[config.mk]
export PLATFORM = sky130hd
export DESIGN_NAME = osb_output_slew_boost
export DESIGN_NICKNAME = d
export VERILOG_FILES = /design/src/include/osb_pkg.sv /design/src/logic/osb_output_slew_boost.sv
export SDC_FILE = /design/constraint.sdc
export NUM_CORES = 2
export LEC_CHECK = 0
export BUFFER_PORTS_ARGS = -buffer_cell sky130_fd_sc_hd__buf_2
export CORE_UTILIZATION = 40
export CTS_BUF_LIST = sky130_fd_sc_hd__clkbuf_8 sky130_fd_sc_hd__clkbuf_16
export DETAILED_ROUTE_END_ITERATION = 16
export PLACE_DENSITY = 0.68
export SLEW_MARGIN = 0
export SYNTH_ARGS = -nofsm -noshare
export SYNTH_HDL_FRONTEND = slang
export SYNTH_SLANG_ARGS = --single-unit
[constraint.sdc]
create_clock -name clock -period 5.9 [get_ports clock]
set_clock_uncertainty 0.1 [all_clocks]
set_input_delay 0.295 -clock clock [delete_from_list [all_inputs] [get_ports clock]]
set_output_delay 0.295 -clock clock [all_outputs]
set_load 0.05 [all_outputs]
[src/include/osb_pkg.sv]
// Constants, types and helpers for the output slew and boost control block.
package osb_pkg;
   localparam int OSB_NCH = 4;
   localparam int OSB_CODE_W = 12;
   localparam int OSB_DATA_W = 16;
   localparam int OSB_ADDR_W = 5;
   localparam int OSB_DV_W = 9;
   localparam int OSB_DIV_W = 17;
   localparam int OSB_SW_W = 6;

   // Register groups: address bits [4:2] pick the group, [1:0] the channel.
   localparam logic [2:0] OSB_GRP_DATA = 3'h0;
   localparam logic [2:0] OSB_GRP_CLRCODE = 3'h1;
   localparam logic [2:0] OSB_GRP_SLEW = 3'h2;
   localparam logic [2:0] OSB_GRP_CTRL = 3'h3;
   localparam logic [2:0] OSB_GRP_BOOST = 3'h4;
   localparam logic [2:0] OSB_GRP_OUT = 3'h5;
   localparam logic [2:0] OSB_GRP_STATUS = 3'h6;

   // Field positions.
   localparam int OSB_SLEW_EN_BIT = 0;
   localparam int OSB_SLEW_CLK_LSB = 1;
   localparam int OSB_SLEW_STEP_LSB = 5;
   localparam int OSB_CTRL_OUTEN_BIT = 0;
   localparam int OSB_CTRL_CLREN_BIT = 1;
   localparam int OSB_BOOST_VMAX_LSB = 0;
   localparam int OSB_BOOST_FREQ_LSB = 2;
   localparam int OSB_BOOST_PHASE_LSB = 4;
   localparam int OSB_STAT_BUSY_LSB = 4;

   // Reset values.
   localparam logic [11:0] OSB_RST_CODE = 12'h000;
   localparam logic [7:0] OSB_RST_SLEW = 8'h00;
   localparam logic [1:0] OSB_RST_CTRL = 2'h0;
   localparam logic [5:0] OSB_RST_BOOST = 6'h04;

   // Timing.
   localparam int OSB_CLK_HZ = 10_000_000;
   localparam int OSB_CLK_KHZ = OSB_CLK_HZ / 1000;
   localparam int OSB_BASE_TICK_HZ = 64_000;
   localparam int OSB_BASE_TICK_CYC = OSB_CLK_HZ / OSB_BASE_TICK_HZ;
   localparam int OSB_SW_KHZ_0 = 250;
   localparam int OSB_SW_KHZ_1 = 410;
   localparam int OSB_SW_KHZ_2 = 650;
   localparam int OSB_SW_KHZ_3 = 1000;
   localparam int OSB_MAX_DUTY_PCT = 90;

   // Boost voltages in units of 100 mV.
   localparam logic [8:0] OSB_FLOOR_DV = 9'h04a;
   localparam logic [8:0] OSB_HEADROOM_DV = 9'h014;
   localparam logic [8:0] OSB_VMAX0_DV = 9'h0e6;
   localparam logic [8:0] OSB_VMAX1_DV = 9'h0f5;
   localparam logic [8:0] OSB_VMAX2_DV = 9'h10e;
   localparam logic [8:0] OSB_VMAX3_DV = 9'h127;

   typedef enum logic [0:0] {
      OSB_BST_RUN = 1'b0,
      OSB_BST_HOLD = 1'b1
   } osb_bst_t;

   function automatic logic [8:0] osbStepSize(input logic [2:0] sel);
      logic [8:0] s;
      s = 9'h001;
      unique case (sel)
         3'h0: s = 9'h001;
         3'h1: s = 9'h002;
         3'h2: s = 9'h004;
         3'h3: s = 9'h010;
         3'h4: s = 9'h020;
         3'h5: s = 9'h040;
         3'h6: s = 9'h080;
         3'h7: s = 9'h100;
      endcase
      return s;
   endfunction : osbStepSize

   // Base ticks per update tick; the base tick runs at 64 kHz.
   function automatic logic [16:0] osbTickDiv(input logic [3:0] sel);
      logic [16:0] d;
      d = 17'h00001;
      unique case (sel)
         4'h0: d = 17'h00001;
         4'h1: d = 17'h00002;
         4'h2: d = 17'h00004;
         4'h3: d = 17'h00008;
         4'h4: d = 17'h00010;
         4'h5: d = 17'h00020;
         4'h6: d = 17'h00040;
         4'h7: d = 17'h00080;
         4'h8: d = 17'h00100;
         4'h9: d = 17'h00200;
         4'ha: d = 17'h003e8;
         4'hb: d = 17'h007d0;
         4'hc: d = 17'h00fa0;
         4'hd: d = 17'h01f40;
         4'he: d = 17'h03e80;
         4'hf: d = 17'h1f400;
      endcase
      return d;
   endfunction : osbTickDiv

   function automatic logic [5:0] osbSwPeriod(input logic [1:0] sel);
      logic [5:0] p;
      p = 6'(OSB_CLK_KHZ / OSB_SW_KHZ_1);
      unique case (sel)
         2'h0: p = 6'(OSB_CLK_KHZ / OSB_SW_KHZ_0);
         2'h1: p = 6'(OSB_CLK_KHZ / OSB_SW_KHZ_1);
         2'h2: p = 6'(OSB_CLK_KHZ / OSB_SW_KHZ_2);
         2'h3: p = 6'(OSB_CLK_KHZ / OSB_SW_KHZ_3);
      endcase
      return p;
   endfunction : osbSwPeriod

   function automatic logic [8:0] osbCeilDv(input logic [1:0] sel);
      logic [8:0] v;
      v = OSB_VMAX3_DV;
      unique case (sel)
         2'h0: v = OSB_VMAX0_DV;
         2'h1: v = OSB_VMAX1_DV;
         2'h2: v = OSB_VMAX2_DV;
         2'h3: v = OSB_VMAX3_DV;
      endcase
      return v;
   endfunction : osbCeilDv
endpackage : osb_pkg

[src/logic/osb_output_slew_boost.sv]
// Four-channel output slew limiter and boost supply supervisor.
`timescale 1ns/1ps
module osb_output_slew_boost #(
   parameter int BASE_DIV = osb_pkg::OSB_BASE_TICK_CYC
) (
   // Clock, reset and enable.
   input wire logic clock,
   input wire logic reset_n,
   input wire logic clockEnable,
   // Register port.
   input wire logic [osb_pkg::OSB_ADDR_W-1:0] regAddr,
   input wire logic [osb_pkg::OSB_DATA_W-1:0] regWrData,
   input wire logic regWrite,
   input wire logic regRead,
   output logic [osb_pkg::OSB_DATA_W-1:0] regRdData,
   // Clear pin.
   input wire logic clearPin,
   // Output codes to the converters.
   output logic [3:0][osb_pkg::OSB_CODE_W-1:0] outCode,
   output logic [3:0] outEnable,
   // Boost supervision from the analog side.
   input wire logic [3:0][osb_pkg::OSB_DV_W-1:0] loadNeedDv,
   input wire logic [3:0] boostAtCeiling,
   input wire logic [3:0] boostDecayed,
   input wire logic [3:0] boostBelowTarget,
   input wire logic [3:0] lightLoad,
   input wire logic [3:0] switchCurrentLimit,
   // Boost controls to the analog side.
   output logic [3:0][osb_pkg::OSB_DV_W-1:0] boostTargetDv,
   output logic [3:0][osb_pkg::OSB_DV_W-1:0] boostCeilingDv,
   output logic [3:0] switchGate,
   output logic [3:0] boost_limit_flag
);
   import osb_pkg::*;

   localparam int NPIN = 1 + 5 * OSB_NCH;

   logic [11:0] targetCode_ff [OSB_NCH];
   logic [11:0] clearCode_ff [OSB_NCH];
   logic [7:0] slewCfg_ff [OSB_NCH];
   logic [1:0] ctrl_ff [OSB_NCH];
   logic [5:0] boostCfg_ff [OSB_NCH];
   logic [11:0] outCode_ff [OSB_NCH];
   logic [11:0] nxt_target [OSB_NCH];
   logic [11:0] nxt_outCode [OSB_NCH];
   logic [NPIN-1:0] pinSync1_ff;
   logic [NPIN-1:0] pinSync2_ff;
   logic clearPrev_ff;
   logic clearEvent;
   logic [15:0] rdData_ff;
   logic [7:0] baseCnt_ff;
   logic baseTick;
   logic [16:0] tickCnt_ff [OSB_NCH];
   logic [3:0] chTick;
   logic [3:0] busy;
   logic anyBusy;
   osb_bst_t bstState_ff [OSB_NCH];
   logic [5:0] swCnt_ff [OSB_NCH];
   logic [5:0] onCnt_ff [OSB_NCH];
   logic [3:0] gate_ff;
   logic [8:0] bstTarget_ff [OSB_NCH];
   logic [2:0] grp;
   logic [1:0] chSel;

   assign grp = regAddr[4:2];
   assign chSel = regAddr[1:0];

   // Pins from the analog side and the clear pin are asynchronous.
   always_ff @(posedge clock or negedge reset_n) begin
      if (!reset_n) begin
         pinSync1_ff <= '0;
         pinSync2_ff <= '0;
         clearPrev_ff <= 1'b0;
      end else if (clockEnable) begin
         pinSync1_ff <= {switchCurrentLimit, lightLoad, boostBelowTarget,
                         boostDecayed, boostAtCeiling, clearPin};
         pinSync2_ff <= pinSync1_ff;
         clearPrev_ff <= pinSync2_ff[0];
      end
   end

   // Clear is edge sensitive, so a held pin clears only once.
   assign clearEvent = clockEnable && pinSync2_ff[0] && !clearPrev_ff;

   // Configuration registers.
   always_ff @(posedge clock or negedge reset_n) begin
      if (!reset_n) begin
         for (int c = 0; c < OSB_NCH; c++) begin
            clearCode_ff[c] <= OSB_RST_CODE;
            slewCfg_ff[c] <= OSB_RST_SLEW;
            ctrl_ff[c] <= OSB_RST_CTRL;
            boostCfg_ff[c] <= OSB_RST_BOOST;
         end
      end else if (clockEnable && regWrite) begin
         unique case (grp)
            OSB_GRP_CLRCODE: clearCode_ff[chSel] <= regWrData[11:0];
            OSB_GRP_SLEW: slewCfg_ff[chSel] <= regWrData[7:0];
            OSB_GRP_CTRL: ctrl_ff[chSel] <= regWrData[1:0];
            OSB_GRP_BOOST: boostCfg_ff[chSel] <= regWrData[5:0];
            default: ;
         endcase
      end
   end

   // Read data stands in the cycle after the read strobe.
   always_ff @(posedge clock or negedge reset_n) begin
      if (!reset_n) begin
         rdData_ff <= 16'h0000;
      end else if (clockEnable) begin
         rdData_ff <= 16'h0000;
         if (regRead) begin
            unique case (grp)
               OSB_GRP_DATA: rdData_ff <= {4'h0, targetCode_ff[chSel]};
               OSB_GRP_CLRCODE: rdData_ff <= {4'h0, clearCode_ff[chSel]};
               OSB_GRP_SLEW: rdData_ff <= {8'h00, slewCfg_ff[chSel]};
               OSB_GRP_CTRL: rdData_ff <= {14'h0000, ctrl_ff[chSel]};
               OSB_GRP_BOOST: rdData_ff <= {10'h000, boostCfg_ff[chSel]};
               OSB_GRP_OUT: rdData_ff <= {4'h0, outCode_ff[chSel]};
               OSB_GRP_STATUS: rdData_ff <= {8'h00, busy, boost_limit_flag};
               default: rdData_ff <= 16'h0000;
            endcase
         end
      end
   end
   assign regRdData = rdData_ff;

   // One 64 kHz base tick shared by all channels; no register setting
   // reaches this path, so the tick rate is fixed by BASE_DIV.
   assign baseTick = clockEnable && (baseCnt_ff == 8'(BASE_DIV - 1));

   always_ff @(posedge clock or negedge reset_n) begin
      if (!reset_n) begin
         baseCnt_ff <= 8'h00;
      end else if (clockEnable) begin
         baseCnt_ff <= baseTick ? 8'h00 : baseCnt_ff + 8'h01;
      end
   end

   // Per-channel divider down to the selected update rate.
   always_comb begin
      for (int c = 0; c < OSB_NCH; c++) begin
         chTick[c] = baseTick && (tickCnt_ff[c] >=
                     osbTickDiv(slewCfg_ff[c][OSB_SLEW_CLK_LSB +: 4]) - 1);
      end
   end

   always_ff @(posedge clock or negedge reset_n) begin
      if (!reset_n) begin
         for (int c = 0; c < OSB_NCH; c++) begin
            tickCnt_ff[c] <= 17'h00000;
         end
      end else if (baseTick) begin
         for (int c = 0; c < OSB_NCH; c++) begin
            tickCnt_ff[c] <= chTick[c] ? 17'h00000 : tickCnt_ff[c] + 17'h00001;
         end
      end
   end

   always_comb begin
      for (int c = 0; c < OSB_NCH; c++) begin
         busy[c] = slewCfg_ff[c][OSB_SLEW_EN_BIT] &&
                   (outCode_ff[c] != targetCode_ff[c]);
      end
   end
   assign anyBusy = |busy;

   // Target and output code for each channel.
   always_comb begin
      logic [12:0] diff;
      logic [8:0] step;
      logic slewOn;
      logic clrHit;
      diff = 13'h0000;
      step = 9'h001;
      slewOn = 1'b0;
      clrHit = 1'b0;
      for (int c = 0; c < OSB_NCH; c++) begin
         slewOn = slewCfg_ff[c][OSB_SLEW_EN_BIT];
         clrHit = clearEvent && ctrl_ff[c][OSB_CTRL_CLREN_BIT];
         nxt_target[c] = targetCode_ff[c];
         if (clockEnable && regWrite && grp == OSB_GRP_DATA &&
             chSel == 2'(c)) begin
            nxt_target[c] = regWrData[11:0];
         end else if (clrHit) begin
            nxt_target[c] = clearCode_ff[c];
         end
         nxt_outCode[c] = outCode_ff[c];
         step = osbStepSize(slewCfg_ff[c][OSB_SLEW_STEP_LSB +: 3]);
         if (!slewOn) begin
            nxt_outCode[c] = nxt_target[c];
         end else if (clrHit && anyBusy && !busy[c]) begin
            // An idle slewing channel jumps while another one is moving.
            nxt_outCode[c] = nxt_target[c];
         end else if (chTick[c] && outCode_ff[c] != targetCode_ff[c]) begin
            // Stepping starts from the present code toward the latest target.
            if (targetCode_ff[c] > outCode_ff[c]) begin
               diff = 13'(targetCode_ff[c] - outCode_ff[c]);
               nxt_outCode[c] = (diff <= 13'(step)) ? targetCode_ff[c]
                  : 12'(outCode_ff[c] + 12'(step));
            end else begin
               diff = 13'(outCode_ff[c] - targetCode_ff[c]);
               nxt_outCode[c] = (diff <= 13'(step)) ? targetCode_ff[c]
                  : 12'(outCode_ff[c] - 12'(step));
            end
         end
      end
   end

   // Every change, written or cleared, lands in the target first and the
   // stepper moves the output while slewing is on, except that a clear
   // makes an idle slewing channel jump while another one is moving.
   always_ff @(posedge clock or negedge reset_n) begin
      if (!reset_n) begin
         for (int c = 0; c < OSB_NCH; c++) begin
            targetCode_ff[c] <= OSB_RST_CODE;
            outCode_ff[c] <= OSB_RST_CODE;
         end
      end else if (clockEnable) begin
         for (int c = 0; c < OSB_NCH; c++) begin
            targetCode_ff[c] <= nxt_target[c];
            outCode_ff[c] <= nxt_outCode[c];
         end
      end
   end

   always_comb begin
      for (int c = 0; c < OSB_NCH; c++) begin
         outCode[c] = outCode_ff[c];
         outEnable[c] = ctrl_ff[c][OSB_CTRL_OUTEN_BIT];
         boostTargetDv[c] = bstTarget_ff[c];
         boostCeilingDv[c] =
            osbCeilDv(boostCfg_ff[c][OSB_BOOST_VMAX_LSB +: 2]);
         boost_limit_flag[c] = (bstState_ff[c] == OSB_BST_HOLD);
      end
   end
   assign switchGate = gate_ff;

   // Boost regulation target.
   always_ff @(posedge clock or negedge reset_n) begin
      if (!reset_n) begin
         for (int c = 0; c < OSB_NCH; c++) begin
            bstTarget_ff[c] <= OSB_FLOOR_DV;
         end
      end else if (clockEnable) begin
         for (int c = 0; c < OSB_NCH; c++) begin
            if (ctrl_ff[c][OSB_CTRL_OUTEN_BIT] &&
                loadNeedDv[c] + OSB_HEADROOM_DV > OSB_FLOOR_DV) begin
               bstTarget_ff[c] <= 9'(loadNeedDv[c] + OSB_HEADROOM_DV);
            end else begin
               bstTarget_ff[c] <= OSB_FLOOR_DV;
            end
         end
      end
   end

   // Ceiling hysteresis: hold stops switching until the decay comparator.
   always_ff @(posedge clock or negedge reset_n) begin
      if (!reset_n) begin
         for (int c = 0; c < OSB_NCH; c++) begin
            bstState_ff[c] <= OSB_BST_RUN;
         end
      end else if (clockEnable) begin
         for (int c = 0; c < OSB_NCH; c++) begin
            unique case (bstState_ff[c])
               OSB_BST_RUN: if (pinSync2_ff[1 + c]) begin
                  bstState_ff[c] <= OSB_BST_HOLD;
               end
               OSB_BST_HOLD: if (pinSync2_ff[5 + c] &&
                                 !pinSync2_ff[1 + c]) begin
                  bstState_ff[c] <= OSB_BST_RUN;
               end
            endcase
         end
      end
   end

   // Independent switching controllers with selectable period and phase.
   always_ff @(posedge clock or negedge reset_n) begin
      if (!reset_n) begin
         for (int c = 0; c < OSB_NCH; c++) begin
            swCnt_ff[c] <= 6'h00;
            onCnt_ff[c] <= 6'h00;
         end
         gate_ff <= 4'h0;
      end else if (clockEnable) begin
         for (int c = 0; c < OSB_NCH; c++) begin
            logic [5:0] per;
            logic [5:0] phaseOff;
            logic [5:0] maxOn;
            per = osbSwPeriod(boostCfg_ff[c][OSB_BOOST_FREQ_LSB +: 2]);
            phaseOff = 6'((12'(per) *
                       12'(boostCfg_ff[c][OSB_BOOST_PHASE_LSB +: 2])) >> 2);
            maxOn = 6'((12'(per) * 12'(OSB_MAX_DUTY_PCT)) / 12'(100));
            swCnt_ff[c] <= (swCnt_ff[c] >= per - 6'h01) ? 6'h00
                           : swCnt_ff[c] + 6'h01;
            if (swCnt_ff[c] == phaseOff) begin
               // Pulses only while running, below target and not light.
               gate_ff[c] <= (bstState_ff[c] == OSB_BST_RUN) &&
                             pinSync2_ff[9 + c] &&
                             !pinSync2_ff[13 + c];
               onCnt_ff[c] <= 6'h00;
            end else if (gate_ff[c]) begin
               onCnt_ff[c] <= onCnt_ff[c] + 6'h01;
               if (pinSync2_ff[17 + c] ||
                   bstState_ff[c] == OSB_BST_HOLD ||
                   onCnt_ff[c] >= maxOn - 6'h01) begin
                  gate_ff[c] <= 1'b0;
               end
            end
         end
      end
   end
endmodule : osb_output_slew_boost

* After elaboration in Yosys (flattened, before gate mapping)
Memory sizes are Yosys's and may differ from the RTL's. Cells that the tools add are included.
Storage, ports and cells: bits in registers 435, memory bits (read-only) 1344, bits of input ports 83, output and inout port bits 148, word-level logic and storage cells 415, memories kept 8
Memory list:
- (name not given) | depth 16, bits a word 17, read ports 1, clocked after Yosys merged registers in 0, wr ports 0, line osb_pkg.sv:81 | unique case (sel)
- (name not given) | depth 16, bits a word 17, read ports 1, clocked after Yosys merged registers in 0, wr ports 0, line osb_pkg.sv:81
- (name not given) | depth 16, bits a word 17, read ports 1, clocked after Yosys merged registers in 0, wr ports 0, line osb_pkg.sv:81
- (name not given) | depth 16, bits a word 17, read ports 1, clocked after Yosys merged registers in 0, wr ports 0, line osb_pkg.sv:81
- (name not given) | depth 8, bits a word 8, read ports 1, clocked after Yosys merged registers in 0, wr ports 0, line osb_pkg.sv:64 | unique case (sel)
- (name not given) | depth 8, bits a word 8, read ports 1, clocked after Yosys merged registers in 0, wr ports 0, line osb_pkg.sv:64
- 2 more memories
Cells by class: $add $sub $neg 45, multipliers 8, divide/modulo/power cells 4, $lt $le $gt $ge 30, equal/unequal tests 46, muxes and demuxes 121, bitwise gates (word level) 5, reduce and logical (&&, ||, !) cells 98
Operators by type and width (number):
- 12-bit two-way mux | 40
- 9-bit case mux with 4 select lines | 4
- 17-bit by 32-bit >= comparator with 1-bit output | 4
- 6-bit two-way mux | 19
- 13-bit by 9-bit <= comparator with 1-bit output | 8
- 12-bit by 12-bit subtractor with 13-bit output | 8
- 6-bit case mux with 4 select lines | 4
- 12-bit case mux with 7 select lines | 1
- 12-bit binary-select mux with 2-bit select | 3
- 17-bit by 1-bit subtractor with 18-bit output, second input constant | 4
- 17-bit by 1-bit adder with 17-bit output, second input constant | 4
- 17-bit two-way mux | 4
- 1-bit logical AND | 50
- 12-bit by 9-bit adder with 12-bit output | 4
- 6-bit by 1-bit adder with 6-bit output, second input constant | 8
- 48-bit bitwise mux | 1
- 12-bit by 7-bit divider with 12-bit output, second input constant | 4
- 6-bit >= comparator | 8
- 12-bit greater-than comparator | 4
- 12-bit inequality test | 4
- 12-bit by 9-bit subtractor with 12-bit output | 4
- 6-bit by 1-bit subtractor with 6-bit output, second input constant | 8
- 6-bit by 6-bit multiplier with 11-bit output, second input constant | 4
- 9-bit by 5-bit adder with 9-bit output, second input constant | 4
- other kinds (37) | 151

* Logic depth before layout (Yosys ltp)
word-level depth 11, gate-level depth with buffers 22, mapped depth without buffers 20

* Worst setup path before layout
No wires, ideal clock.
kind flip-flop to flip-flop, start point reg outCode_ff (netlist bit outCode[1]), end point reg outCode_ff (netlist bit outCode[3]), library setup time 122 ps, data arrival time 4441 ps, required time 5678 ps, setup slack 1237 ps, cell stages (with the launch flop) 22, buffers on the path 1, clock period less this slack 4663 ps, cells stage by stage dfrtp_1 -> inv_1 -> ha_1 -> nor2b_1 -> o31a_1 -> o21ai_0 -> nand2b_1 -> a21o_1 -> a21oi_1 -> xnor2_1 -> ha_1 -> nand2_1 -> nor2_1 -> a211oi_1 -> a21oi_1 -> a2111oi_0 -> nor4b_2 -> nor2_1 -> buf_2 -> a32oi_1 -> nand3_1 -> o2bb2ai_1
On the way: longest elaborated chain between the ends 7, elaborated cells on any way between the ends 22, classes of those cells 4 x add/sub; 3 x order compare; 2 x eq/ne; 6 x mux; 7 x reduce/logical
RTL lines:
- from (decl) | line osb_output_slew_boost.sv:43 | logic [11:0] outCode_ff [OSB_NCH];
- from (signal, indexed assignment) | line osb_output_slew_boost.sv:221 | outCode_ff[c] <= nxt_outCode[c];
- 12-bit by 12-bit subtractor with 13-bit output, or another cell as far along | line osb_output_slew_boost.sv:201 | diff = 13'(outCode_ff[c] - targetCode_ff[c]);
- 13-bit by 9-bit <= comparator with 1-bit output, or another cell as far along | line osb_output_slew_boost.sv:202 | nxt_outCode[c] = (diff <= 13'(step)) ? targetCode_ff[c]
- 12-bit two-way mux, or another cell as far along | line osb_output_slew_boost.sv:202
- 12-bit two-way mux or 1-bit logical AND (tied branches) | line osb_output_slew_boost.sv:196, osb_output_slew_boost.sv:191
- 12-bit two-way mux or 1-bit logical AND (tied branches) | line osb_output_slew_boost.sv:194, osb_output_slew_boost.sv:191
- 12-bit two-way mux or 3-bit by 1-bit inequality test with 1-bit output (tied branches)
- 12-bit two-way mux or 2-bit AND reduction (tied branches)
Parallel ways exist; a longest one is shown, timed or not. The select of a mux whose other input is x is not followed. A chain may end at the register's enable or synchronous reset.

* Worst setup path after layout
start point reg outCode_ff (netlist bit outCode[1]), end point reg outCode_ff (netlist bit outCode[5])
Same word-level chain as after synthesis.

==> metrics.txt <==
total number of vias 31000; Hold Path Cell Cnt 3; Detail Placement HPWL 81.3 mm; Die Footprint just over 90000 um^2; design area 40500 um^2; Cell Area, Placed around 38000 um^2; num rows 109; Critical-path top delay cell nor2_1; area grow syn2layout 11.9%; Async SR Flop Fraction 100%; die height 303 um; port bufs 218; syn avg cell area 9.01 um^2; post-synthesis sequential area ratio 29.8%; met1 wire length 47.8 mm; Syn Inst Count 4021; final hold viol count 0; worst-skew pair later-pin latency 0.62 ns; max-slew violations 0; max_slew headroom 13.7%; final period utilization 91.0%; Routed Antenna Nets 0; CTS tree done; R2R Path End outCode[5]; worst flop-to-flop path startpoint outCode[1]; top_reg_cell synth dfrtp_1; Slew @ Worst Pin 1.29 ns; Cell Pwr Density ~450 nW/um^2; setup_tns 0 ns; core area ~89000 um^2; CP Buf/Inv Count 1; Die Width 303 um; Clock Sinks 431; Most common cell on crit path ha_1; R2R Setup Slk 0.53 ns; initial antenna violation count 6; depth of the worst register-to-register path 19; yosys warns 0; total power 18.1 mW; metal3 WL 8.28 mm; total track usage 23.1%; Non-Filler Instances ~5400; setup repair bufs after CTS 0; RSZ-0062 raised after global routing no; post-CTS sizing 0; Initial Util 40.7%; Clock Tree Root clkbuf_16; Worst EP required 6.34 ns; crit path DAT 5.81 ns; crit-path leading delay family simple AND/OR/NAND/NOR gates; share of cells above drive strength 1 15.1%; mean number of vias per cell just under 6; CTS Buf Count 49; clock edge transition at the registers on the reported setup and hold paths 0.07 ns; H-tree depth 2; pre-CTS setup slack 0.716 ns; Fillers 8397; VDD IR max 0.243 mV; WHS Endpoint targetCode_ff[31]; gpl congestion 0.939; GR Overflow Total 0; max layer used met5; CP peak stage delay 0.94 ns; leakage power 19.1 nW; number of synthesized flops with an enable pin 0; status finished clean; Final Setup Violations 0; Met2 Wirelength 47.2 mm; Critical Path Source Type flop; Top Ports 231; Crit Path Category reg -> reg; critical path, cell by cell inv_1 > ha_1 > nor2b_1 > o31a_1 > o21ai_0 > nand2b_1 > a21o_1 > a21oi_1 > xnor2_1 > ha_1 > nand4_1 > o21bai_1 > a221oi_1 > a2111oi_0 > nor4b_2 > nor2_1 > a22oi_1 > or2_2 > a31oi_1; Final WS setup 0.530 ns; first-pass GRT wire length between 150 and 200 mm; # nets final 4684; worst-path fanout max 17; DRC 0; CTS max path bufs 3; Final Critical Period 5.37 ns; Max Cap Viol 0; First-pass DRT Iterations 5; Synth Cell Area 36200 um^2; largest net degree at the start of global routing 125; 1st-iter DRT viols approximately 2800; Cells after DPL 5226; Max Clk Rate 186 MHz; Total Wirelength 107 mm; #FFs+latches synth between 400 and 500; HP Start regWrData[7]; Cell variety after synth 96; Setup crit end kind flop; post-DR wirelength/cell slightly below 20 um; hold crit path type in -> reg; vias in the first global route ~29000
## cells in the final DEF, fill, tap and decap left out, types with 18 or more instances in the layout
master	synthesis	final
dfrtp_1	415	415
or2_2	19	19
buf_4	16	43
dlygate4sd3_1	0	65
xnor2_1	140	140
nor3_1	61	58
a21oi_1	229	229
a21o_1	94	94
buf_2	35	215
o31ai_1	47	47
o21bai_1	24	24
mux2_2	168	168
nand4_1	65	65
nor2b_1	50	50
a211oi_1	27	27
o2bb2ai_1	34	34
a31oi_1	37	36
o21ai_0	231	231
ha_1	404	404
and2_1	38	38
nor2_1	315	315
clkbuf_16	0	49
mux2i_1	72	72
o211ai_1	26	26
xor2_1	95	95
o21ai_1	18	18
nand2b_1	59	59
o22ai_1	22	22
fa_1	20	20
and3_1	29	29
a221oi_1	26	26
o21a_1	22	22
nand3_1	94	94
or3_1	22	22
nand2_1	328	328
mux4_2	54	54
inv_1	260	267
## stage by stage
step                hold slack, ns  util, %
floorplan                   -0.101        -
global placement             0.302     42.9
detailed placement           0.309     42.9
CTS                         0.0301     45.5
global route                0.0742     45.5
finish                      0.0583     45.5
## where the power goes
| group | internal (mW) | switching [mW] | total [mW] |
|---|---|---|---|
| clock network | 1.90 | 1.34 | 3.24 |
| logic | 4.21 | 6.23 | 10.4 |
| registers | 3.44 | 1.01 | 4.45 |
| total | 9.55 | 8.58 | 18.1 |
## per-layer routing
layer | track usage, % | up-vias
li1 | - | 14700
met1 | 32.7 | 15000
met2 | 36.0 | 1057
met3 | 4.12 | 189
met4 | 6.90 | 10
met5 | 0 | -
## worst max-delay path by stage
| stage | start | cells after the start | slack, ns | end |
|---|---|---|---|---|
| 3_5_place_dp | outCode[1] | 19 | 0.72 | outCode[5] |
| 3_3_place_gp | outCode[1] | 19 | 0.78 | outCode[2] |
| 6_report | outCode[1] | 19 | 0.53 | outCode[5] |
| 5_1_grt | outCode[1] | 19 | 0.19 | outCode[5] |
| 2_1_floorplan | outCode[1] | 21 | 1.24 | outCode[3] |
| 4_1_cts | outCode[1] | 19 | 0.68 | outCode[5] |
## state kept, by name, indices dropped and copies added (netlist names)
| name | count |
|---|---|
| tickCnt_ff | 68 |
| pinSync2_ff | 21 |
| boostCfg_ff | 24 |
| slewCfg_ff | 32 |
| boost_limit_flag | 4 |
| swCnt_ff | 24 |
| clearPrev_ff | 1 |
| regRdData | 12 |
| ctrl_ff | 4 |
| clearCode_ff | 48 |
| pinSync1_ff | 21 |
| switchGate | 4 |
| targetCode_ff | 48 |
| baseCnt_ff | 8 |
| outCode | 48 |
| boostTargetDv | 36 |
| outEnable | 4 |
| onCnt_ff | 24 |
## worst min-delay path: stages
cell     delay, ns
buf_2         0.21
nand2_1       0.09
o21ai_0       0.11
## final cells by class
type                    instances  area, um^2  area share (%)
multi-input cells            3105       23500            57.9
clock buffers                  54        1290            3.19
flip-flops and latches        431       10800            26.7
repair buffers                326        2100            5.19
well taps                    1165        1460            3.60
clock inverters                35         417            1.03
inverters                     264         991            2.44
diodes                          2        5.00          0.0123
## cells by family after synthesis
kind of cell | after synthesis | synth area share, %
AO/OA/AOI/OAI | 1004 | 18.3
XOR/XNOR | 235 | 5.68
adder cells (fa/ha/maj) | 424 | 15.1
buffers and inverters | 491 | 5.50
flip-flops | 431 | 29.8
multiplexers | 295 | 10.6
other | 2 | 0.0207
AND/OR/NAND/NOR | 1139 | 15.0
## synthesized netlist by cell type, types with 24 or more instances
cell type | instances | area share, %
nand2_1 | 328 | 3.4
dfrtp_1 | 415 | 29
inv_1 | 260 | 2.7
a21o_1 | 94 | 1.9
and2_1 | 38 | 0.66
nor2_1 | 315 | 3.3
mux2i_1 | 72 | 2.0
ha_1 | 404 | 14
a221oi_1 | 26 | 0.63
nand2b_1 | 59 | 1.0
o21bai_1 | 24 | 0.50
buf_2 | 35 | 0.48
xor2_1 | 95 | 2.3
nand3_1 | 94 | 1.3
nand4_1 | 65 | 1.1
mux2_2 | 168 | 5.2
nor3_1 | 61 | 0.84
xnor2_1 | 140 | 3.4
and3_1 | 29 | 0.50
a21oi_1 | 229 | 3.2
mux4_2 | 54 | 3.4
o21ai_0 | 231 | 3.2
nor2b_1 | 50 | 0.86
o211ai_1 | 26 | 0.54
a211oi_1 | 27 | 0.56
o2bb2ai_1 | 34 | 0.82
a31oi_1 | 37 | 0.64
o31ai_1 | 47 | 0.97
clkbuf_1 | 149 | 1.5
## timing repair
item,CTS,global route
setup endpoints to repair,0,0
hold buffers,65,0
endpoints found under the hold margin,168,0
(Power assumes the default switching activity.)
